--- src/core/gpio_pkg.sv ---
// Purpose: constants and state layout for the eight-pin general purpose port
// Assumes: register index times four gives the wishbone byte address
// Notes: bus data is 32 bits, registers sit in the low byte
`default_nettype none
package gpio_pkg;
	localparam int PORT_W = 8;
	localparam int IDX_W = 8;
	localparam int ADR_W = 10;
	localparam logic [7:0] REG_DATA_IDX = 8'h05;
	localparam logic [7:0] REG_DIR_IDX = 8'h85;
	localparam logic [7:0] REG_ACFG_IDX = 8'h9f;
	localparam logic [7:0] REG_FCTL_IDX = 8'h40;
	localparam logic [7:0] DIR_RST = 8'hff;
	localparam logic [7:0] ACFG_RST = 8'h00;
	localparam logic [7:0] FCTL_RST = 8'h00;
	localparam logic [7:0] ACFG_MASK = 8'hcf;
	localparam logic [7:0] FCTL_MASK = 8'h1f;
	localparam logic [7:0] LATCH_LOW_MASK = 8'h1f;
	localparam int PIN_TMR = 4;
	localparam int PIN_MASTER_CLEAR_IN = 5;
	localparam int PIN_OSC_OUT = 6;
	localparam int PIN_OSC_IN = 7;
	localparam int FCTL_TMR_CLK = 0;
	localparam int FCTL_MASTER_CLEAR_IN = 1;
	localparam int FCTL_OSC_IN = 2;
	localparam int FCTL_OSC_OUT = 3;
	localparam int FCTL_RC_MODE = 4;
	localparam logic [3:0] PCFG_ALL_ANALOG = 4'h0;
	localparam logic [3:0] PCFG_DIGITAL_A = 4'h6;
	localparam logic [3:0] PCFG_DIGITAL_B = 4'h7;
	localparam logic [4:0] ANALOG_ALL = 5'h1f;
	localparam logic [4:0] ANALOG_LOW4 = 5'h0f;
	localparam logic [4:0] ANALOG_NONE = 5'h00;
	localparam logic [7:0] SCHMITT_FIXED = 8'h70;
	localparam logic [1:0] DIV_LAST = 2'h3;

	typedef struct packed {
		logic [7:0] latch;
		logic [7:0] dir;
		logic [7:0] acfg;
		logic [7:0] fctl;
		logic ack;
		logic [7:0] rdat;
		logic [1:0] div;
		logic iclk;
	} port_state_t;
endpackage
`default_nettype wire

--- src/core/port_a_gpio.sv ---
// Purpose: eight-pin bidirectional port with direction, analog and pin-function control
// Assumes: classic wishbone slave, pins synchronous to clk_i, one cycle to ack
// Notes: rst_i is a warm reset, por_i marks power-on or brown-out
// Contract
// RULE1: eight two-way pins, each with a data bit and a direction bit.
// RULE2: direction bit one makes the pin an input, driver off.
// RULE3: direction bit zero drives the output latch onto the pin.
// RULE4: data reads return pin levels; data writes go to the latch only.
// RULE5: every data write samples pins, modifies addressed bits, stores into latch.
// RULE6: an enabled peripheral function takes its pin away from general use.
// RULE7: pin five is input only; its direction bit always reads one.
// RULE8: pin four feeds the timer zero clock and analog, schmitt input, push-pull.
// RULE9: pin five feeds master clear and programming voltage, schmitt input.
// RULE10: pins six and seven serve oscillator output and input, push-pull.
// RULE11: pins three to zero are analog inputs, three and two references, ttl.
// RULE12: in rc mode pin six may output a quarter-rate instruction clock.
// RULE13: pin seven buffer is schmitt in rc mode, cmos otherwise.
// RULE14: power-on clears all latch bits; other resets clear low five; direction ones.
// RULE15: software writes 0x06 to analog config and all-ones direction for digital.
// RULE16: pins set analog read back zero from the data register.
// RULE17: driver enabled only with direction zero and no function owning the pin; here pin six drives whenever rc mode or oscillator output owns it.
`default_nettype none
module port_a_gpio
(
	input wire logic clk_i,
	input wire logic rst_i,
	input wire logic por_i,
	input wire logic wb_cyc_i,
	input wire logic wb_stb_i,
	input wire logic wb_we_i,
	input wire logic [9:0] wb_adr_i,
	input wire logic [3:0] wb_sel_i,
	input wire logic [31:0] wb_dat_i,
	output logic [31:0] wb_dat_o,
	output logic wb_ack_o,
	input wire logic [7:0] pad_in_i,
	output logic [7:0] pad_out_o,
	output logic [7:0] pad_oe_o,
	input wire logic osc_drive_i,
	output logic timer_zero_ext_clock_o,
	output logic master_clear_in_o,
	output logic oscillator_input_o,
	output logic instr_clock_out_o,
	output logic [4:0] analog_sel_o,
	output logic [7:0] schmitt_sel_o
);
	gpio_pkg::port_state_t st_r;
	gpio_pkg::port_state_t st_nxt;
	logic [4:0] analog_mask;
	logic [7:0] analog_pins;
	logic [7:0] taken;
	logic [7:0] pin_read;
	logic [7:0] rd_val;
	logic [7:0] idx;
	logic req;
	logic rc_mode;
	logic wr_take;
	logic wr_lane;
	logic fn_tmr;
	logic fn_master_clear_in;
	logic fn_osc_in;
	logic fn_osc_out;

	// decode of the pin configuration field into the analog pin set
	function automatic logic [4:0] analog_decode(input logic [3:0] pcfg);
		logic [4:0] m;
		m = gpio_pkg::ANALOG_LOW4;
		if (pcfg == gpio_pkg::PCFG_ALL_ANALOG)
		begin
			m = gpio_pkg::ANALOG_ALL;
		end
		else if (pcfg == gpio_pkg::PCFG_DIGITAL_A || pcfg == gpio_pkg::PCFG_DIGITAL_B)
		begin
			m = gpio_pkg::ANALOG_NONE;
		end
		return m;
	endfunction

	// bit five has no driver, so its direction bit is pinned to one on write and read
	function automatic logic [7:0] dir_readback(input logic [7:0] d);
		logic [7:0] v;
		v = d;
		v[gpio_pkg::PIN_MASTER_CLEAR_IN] = 1'b1; // see RULE7
		return v;
	endfunction

	// a disabled function sees a quiet low instead of a toggling pin
	function automatic logic fn_gate(input logic en, input logic lvl);
		return en & lvl;
	endfunction

	// pins owned by a function other than general i/o; analog pins count as owned
	function automatic logic [7:0] owned_pins(input logic [4:0] amask,
		input logic [7:0] fctl, input logic rc);
		logic [7:0] t;
		t = {3'h0, amask}; // see RULE6
		t[gpio_pkg::PIN_TMR] = amask[gpio_pkg::PIN_TMR]
			| fctl[gpio_pkg::FCTL_TMR_CLK]; // see RULE8
		t[gpio_pkg::PIN_MASTER_CLEAR_IN] = 1'b1; // see RULE7
		// rc mode takes pin six for the instruction clock even with the output bit clear
		t[gpio_pkg::PIN_OSC_OUT] = fctl[gpio_pkg::FCTL_OSC_OUT] | rc; // see RULE10
		t[gpio_pkg::PIN_OSC_IN] = fctl[gpio_pkg::FCTL_OSC_IN]; // see RULE10
		return t;
	endfunction

	// register read mux; unmapped indices read as zero
	function automatic logic [7:0] read_reg(input logic [7:0] ix, input logic [7:0] pins,
		input gpio_pkg::port_state_t s);
		logic [7:0] v;
		v = 8'h00;
		case (ix)
			gpio_pkg::REG_DATA_IDX:
			begin
				v = pins; // see RULE4
			end
			gpio_pkg::REG_DIR_IDX:
			begin
				v = dir_readback(s.dir); // see RULE7
			end
			gpio_pkg::REG_ACFG_IDX:
			begin
				v = s.acfg;
			end
			gpio_pkg::REG_FCTL_IDX:
			begin
				v = s.fctl;
			end
			default:
			begin
				v = 8'h00;
			end
		endcase
		return v;
	endfunction

	// register write with lane zero; unmapped indices leave the state alone
	function automatic gpio_pkg::port_state_t write_reg(input gpio_pkg::port_state_t cur,
		input logic [7:0] ix, input logic [7:0] d);
		gpio_pkg::port_state_t s;
		s = cur;
		case (ix)
			gpio_pkg::REG_DATA_IDX:
			begin
				// all eight bits come from the bus, so the modify step replaces them
				s.latch = d; // see RULE4 RULE5
			end
			gpio_pkg::REG_DIR_IDX:
			begin
				s.dir = dir_readback(d); // see RULE7
			end
			gpio_pkg::REG_ACFG_IDX:
			begin
				s.acfg = d & gpio_pkg::ACFG_MASK;
			end
			gpio_pkg::REG_FCTL_IDX:
			begin
				s.fctl = d & gpio_pkg::FCTL_MASK;
			end
			default:
			begin
				s = cur;
			end
		endcase
		return s;
	endfunction

	// cold reset clears the whole latch; a warm one keeps bits 7:5
	function automatic gpio_pkg::port_state_t reset_state(input gpio_pkg::port_state_t cur,
		input logic cold);
		gpio_pkg::port_state_t s;
		s = cur;
		if (cold)
		begin
			s.latch = 8'h00;
		end
		else
		begin
			s.latch = cur.latch & ~gpio_pkg::LATCH_LOW_MASK;
		end
		// direction all ones leaves every driver off until software opts in
		s.dir = gpio_pkg::DIR_RST;
		s.acfg = gpio_pkg::ACFG_RST;
		s.fctl = gpio_pkg::FCTL_RST;
		s.ack = 1'b0;
		s.rdat = 8'h00;
		s.div = 2'h0;
		s.iclk = 1'b0;
		return s;
	endfunction

	assign idx = wb_adr_i[9:2];
	assign req = wb_cyc_i & wb_stb_i;
	assign rc_mode = st_r.fctl[gpio_pkg::FCTL_RC_MODE];
	assign fn_tmr = st_r.fctl[gpio_pkg::FCTL_TMR_CLK];
	assign fn_master_clear_in = st_r.fctl[gpio_pkg::FCTL_MASTER_CLEAR_IN];
	assign fn_osc_in = st_r.fctl[gpio_pkg::FCTL_OSC_IN];
	assign fn_osc_out = st_r.fctl[gpio_pkg::FCTL_OSC_OUT];
	// a write lands only at the edge where the master samples ack high
	assign wr_take = st_r.ack & req & wb_we_i;
	assign wr_lane = wb_sel_i[0];

	assign analog_mask = analog_decode(st_r.acfg[3:0]); // see RULE11
	assign analog_pins = {3'h0, analog_mask};

	assign taken = owned_pins(analog_mask, st_r.fctl, rc_mode); // see RULE6

	// analog pins read as zero whatever level sits on them
	assign pin_read = pad_in_i & ~analog_pins; // see RULE16

	// read data is captured at the request edge, so pins are sampled there
	assign rd_val = read_reg(idx, pin_read, st_r); // see RULE4

	always_comb
	begin
		st_nxt = st_r;
		st_nxt.div = st_r.div + 2'h1;
		// quarter-rate clock: high for two cycles, low for two
		if (st_r.div == gpio_pkg::DIV_LAST)
		begin
			st_nxt.iclk = 1'b0;
		end
		else if (st_r.div == 2'h1)
		begin
			st_nxt.iclk = 1'b1;
		end
		// ack comes one cycle after the request; the write lands one edge later, while ack is high
		if (st_r.ack)
		begin
			st_nxt.ack = 1'b0;
			if (wr_take && wr_lane)
			begin
				st_nxt = write_reg(st_nxt, idx, wb_dat_i[7:0]);
			end
			else if (wr_take && idx == gpio_pkg::REG_DATA_IDX)
			begin
				// lane not addressed: the sampled pins are written back unchanged
				st_nxt.latch = pin_read; // see RULE5
			end
		end
		else if (req)
		begin
			st_nxt.ack = 1'b1;
			st_nxt.rdat = rd_val;
		end
		// power-on wins over a warm reset when both are raised
		if (por_i)
		begin
			st_nxt = reset_state(st_r, 1'b1); // see RULE14
		end
		else if (rst_i)
		begin
			// upper latch bits survive a warm reset
			st_nxt = reset_state(st_r, 1'b0); // see RULE14
		end
	end

	always_ff @(posedge clk_i)
	begin
		st_r <= st_nxt;
	end

	// drivers: pin six drives while rc mode or oscillator output owns it; any other pin only while its direction bit is zero and nothing owns it
	always_comb
	begin
		pad_oe_o = ~st_r.dir & ~taken; // see RULE1 RULE2 RULE3 RULE17
		pad_out_o = st_r.latch; // see RULE3
		if (rc_mode)
		begin
			pad_oe_o[gpio_pkg::PIN_OSC_OUT] = 1'b1; // see RULE12
			pad_out_o[gpio_pkg::PIN_OSC_OUT] = st_r.iclk;
		end
		else if (fn_osc_out)
		begin
			pad_oe_o[gpio_pkg::PIN_OSC_OUT] = 1'b1; // see RULE10
			pad_out_o[gpio_pkg::PIN_OSC_OUT] = osc_drive_i;
		end
	end

	// function inputs are gated so a disabled function sees a quiet level
	assign timer_zero_ext_clock_o = fn_gate(fn_tmr, pad_in_i[gpio_pkg::PIN_TMR]); // see RULE8
	assign master_clear_in_o = fn_gate(fn_master_clear_in, pad_in_i[gpio_pkg::PIN_MASTER_CLEAR_IN]); // see RULE9
	assign oscillator_input_o = fn_gate(fn_osc_in, pad_in_i[gpio_pkg::PIN_OSC_IN]); // see RULE10
	assign instr_clock_out_o = st_r.iclk;
	assign analog_sel_o = analog_mask; // see RULE11

	always_comb
	begin
		schmitt_sel_o = gpio_pkg::SCHMITT_FIXED; // see RULE8 RULE9
		schmitt_sel_o[gpio_pkg::PIN_OSC_IN] = rc_mode; // see RULE13
	end

	assign wb_ack_o = st_r.ack;
	assign wb_dat_o = {24'h000000, st_r.rdat};
endmodule
`default_nettype wire
--- config.mk ---
export PLATFORM = sky130hd
export DESIGN_NAME = port_a_gpio
export DESIGN_NICKNAME = d
export VERILOG_FILES = /design/src/core/gpio_pkg.sv /design/src/core/port_a_gpio.sv
export SDC_FILE = /design/constraint.sdc
export NUM_CORES = 1
export LEC_CHECK = 0
export CORE_ASPECT_RATIO = 0.9
export CORE_UTILIZATION = 35
export CTS_CLUSTER_SIZE = 12
export DETAILED_ROUTE_END_ITERATION = 16
export DONT_BUFFER_PORTS = 1
export MAX_ROUTING_LAYER = met4
export PLACE_DENSITY = 0.47
export SYNTH_ARGS = -nofsm -noshare
export SYNTH_HDL_FRONTEND = slang
export SYNTH_SLANG_ARGS = --single-unit
--- constraint.sdc ---
create_clock -name clk_i -period 1.77 [get_ports clk_i]
set_input_delay 0.0885 -clock clk_i [delete_from_list [all_inputs] [get_ports clk_i]]
set_output_delay 0.0885 -clock clk_i [all_outputs]
set_load 0.05 [all_outputs]
==> qor.txt <==
Post-Syn Instances: 258
RSZ-0062 raised after global routing: false
Final core occ: 41.00%
Area growth, synth to finish: 11.69%
CTS tree: built
Via count: 1724
Slew Limit Fails: 0
EDFF count, synth: 0
Fin. Hold Viols: 0
Post-Route WL: 5503 um
Hold path endpoint: pad_out_o[1]$_SDFFE_PP0P_
Post-synth ARST share: 0%
Vias in the first global route: 1575
Initial Utilization: 36.71%
First-pass GRT wire length: 8418 um
Max Root-Sink Buffers: 2
DIE AREA: 0.006811 sq mm
Most common cell after layout, fill and taps aside: nor2_1
CP cell instances: nand3b_1 -> buf_4 -> nor2_1 -> buf_4
Post-synthesis cell type count: 47
Reg-to-reg setup timing slack: 0.20 ns
Layout cells sized above 1: 22.30%
H-tree depth: 2
Pwr dens: 716.0 mW/mm^2
Seq/Total Area, Yosys: 33.52%
FF-to-FF path depth: 6
Sw Share: 28.70%
Critical Path AT: 1.59 ns
Routability Congestion: 0.8368
Iteration-0 DRC Markers: 94
Crit path time final: 1.675 ns
Int Power: 1.294 mW
Global Route Usage Sum: 17.26%
Mux contribution to synthesized area: 7.938%
Final WS setup: 0.09517 ns
Die H: 78.40 um
Core ar.: 0.006182 sq mm
Largest stage delay, worst path: 0.39 ns
Avg Synthesized Cell Area: 8.797 sq um
Row cnt: 27
Synth Area in Compound Gates: 14.06%
N_diodes: 0
Commonest register cell after synthesis: dfxtp_1
# DRC: 0
Flop pwr share: 47.4%
Clock-pin slew on the worst setup and hold paths: 0.08 ns
Synth Area in XOR/XNOR: 0%
CTS sink cnt: 38
Final ANT Viol Nets: 0
Num CTS Buffers: 5
Post-Synth Simple-Gate Area: 22.99%
R2R Path End: fn_tmr$_SDFFE_PP0P_
Comb power frac: 13.6%
Status: complete, no violations
Hold path cells: 2
# IOs: 127
Most frequent cells in the layout: 35 x nor2_1, 34 x dfxtp_1, 32 x conb_1, 27 x buf_4, 25 x nand2_1
Place WS: 0.1355 ns
#FFs+latches synth: 38
Leak pwr: 1.075 nW
Largest family of logic cells by synthesized area: simple AND/OR/NAND/NOR gates
Crit end category: output pin
Post-detail-place hpwl: 4200 um
Die width: 86.89 um
Adder and majority gate portion of the synthesized area: 1.103%
Initial antenna violation count: 0
Most frequent CP cell: buf_4
Hold Crit Class: input port to flip-flop
DR pass1 iterations: 4
Crit start category: flip-flop
# fillers: 640
Total power draw: 1.815 mW
Yosys warns: 0
Layout Nets: 340
Buffers on Ports: 0
Hold path start: wb_sel_i[0]
Kind of critical path: flip-flop to output pin
Pin count of the biggest net entering global routing: 22
VDD IR max: 0.0002730 V
Clock share of power: 39.0%
Wire per inst: 15.08 um
Root Driver: clkbuf_8
Post-route clock period utilization: 94.62%
Reg2reg start: wb_ack_o$_SDFF_PP0_
Overflow after GRT: 0
Worst-skew pair later-pin latency: 0.29 ns
Slew headroom: 51.34%
Crit path max fanout: 7
Mapped cell area: 0.002270 sq mm
Slowest-stage cell, CP: buf_4
Max Cap Violations: 0
Worst-Margin Slew: 0.7272 ns
Data required, critical path: 1.68 ns
F_max: 597.1 MHz
Routed vias/inst: 4.723
Clock skew: 0.003227 ns
Final setup vio count: 0
NetSw: 520.8 uW
cell families (layout without fill, tap and decap cells):
family	Yosys count	count (layout)
adder cells (fa/ha/maj)	2	2
AO/OA/AOI/OAI	42	42
buffers and inverters	61	51
multiplexers	18	18
AND/OR/NAND/NOR	95	95
flip-flops	38	38
other	2	32
stage by stage:
stage               setup TNS [ns]  hold WS [ns]  instance area [sq um]  cells
floorplan                  -0.8456        0.1613                   2402    288
global placement                 0        0.1626                   2293    344
detailed placement               0        0.1650                   2293    344
CTS                              0      0.003733                   2534    365
global route                     0       0.01640                   2535    365
finish                           0      0.001734                   2535    365
cell usage after synthesis (3+ instances only):
library cell,n,share of area [%]
nand2_1,25,4.1
nor2_1,35,5.8
a21oi_1,8,1.8
dfxtp_1,38,34
a221oi_1,4,1.5
a221oi_2,4,2.6
buf_6,3,1.5
a211oi_1,3,0.99
o21ai_1,8,1.8
and2_1,4,1.1
buf_4,51,17
nand3_1,6,1.3
a22oi_1,6,2.0
nor3_1,3,0.66
mux2i_1,18,7.9
repair_timing:
item                                   4_1_cts  5_1_grt
resized for setup                            0        1
setup buffers                                0        0
setup endpoints to repair                    0        2
hold buffers                                13        0
endpoints found under the hold margin       28        0
power by group through the flow:
stage,logic [mW],clock network [mW],registers (mW)
finish,0.247,0.708,0.860
global route,0.259,0.760,0.860
CTS,0.246,0.718,0.860
detailed placement,0.211,0,0.880
global placement,0.212,0,0.880
floorplan,0.260,0,0.885
worst max-delay path by stage:
stage / startpoint / end / slack (ns) / depth (start not counted)
finish: st_r[23]$_SDFFE_PP0P_ / pad_oe_o[1] / 0.1 / 4
global route: st_r[23]$_SDFFE_PP0P_ / pad_oe_o[1] / 0.03 / 4
floorplan: st_r[23]$_SDFFE_PP0P_ / pad_oe_o[0] / -0.21 / 2
global placement: wb_ack_o$_SDFF_PP0_ / schmitt_sel_o[7]$_SDFFE_PP0P_ / 0.15 / 6
detailed placement: wb_ack_o$_SDFF_PP0_ / fn_tmr$_SDFFE_PP0P_ / 0.14 / 6
CTS: st_r[23]$_SDFFE_PP0P_ / pad_oe_o[1] / 0.08 / 4
registers in the layout, indices dropped and copies added, names as in the netlist:
name                flops
fn_tmr                  1
wb_ack_o                1
fn_master_clear_in      1
wb_dat_o                8
st_r                   16
fn_osc_in               1
instr_clock_out_o       1
fn_osc_out              1
pad_out_o               7
schmitt_sel_o           1
critical path: cells and delay by family, from the launching register on:
| kind | cells | cell delay, ns |
|---|---|---|
| flip-flops | 1 | 0.38 |
| AND/OR/NAND/NOR | 2 | 0.32 |
| buffers and inverters | 2 | 0.59 |
layout make-up:
type	instances	area, sq um	area share [%]
clock buffer	8	110.1	4.344
tap	87	108.9	4.294
inverter	2	7.507	0.2962
timing repair buffer	41	360.3	14.22
multi-input combinational	189	1182	46.64
sequential	38	765.7	30.21
per-layer routing:
metal | part of all wire, % | vias up | GRT usage (%) | wire length [um]
li1 | - | 850 | - | -
met1 | 47 | 797 | 23.00 | 2585
met2 | 44 | 68 | 24.72 | 2416
met3 | 7.2 | 9 | 4.416 | 394
met5 | 0 | - | - | 0
met4 | 2.0 | 0 | 7.000 | 108
(Power assumes the default switching activity.)
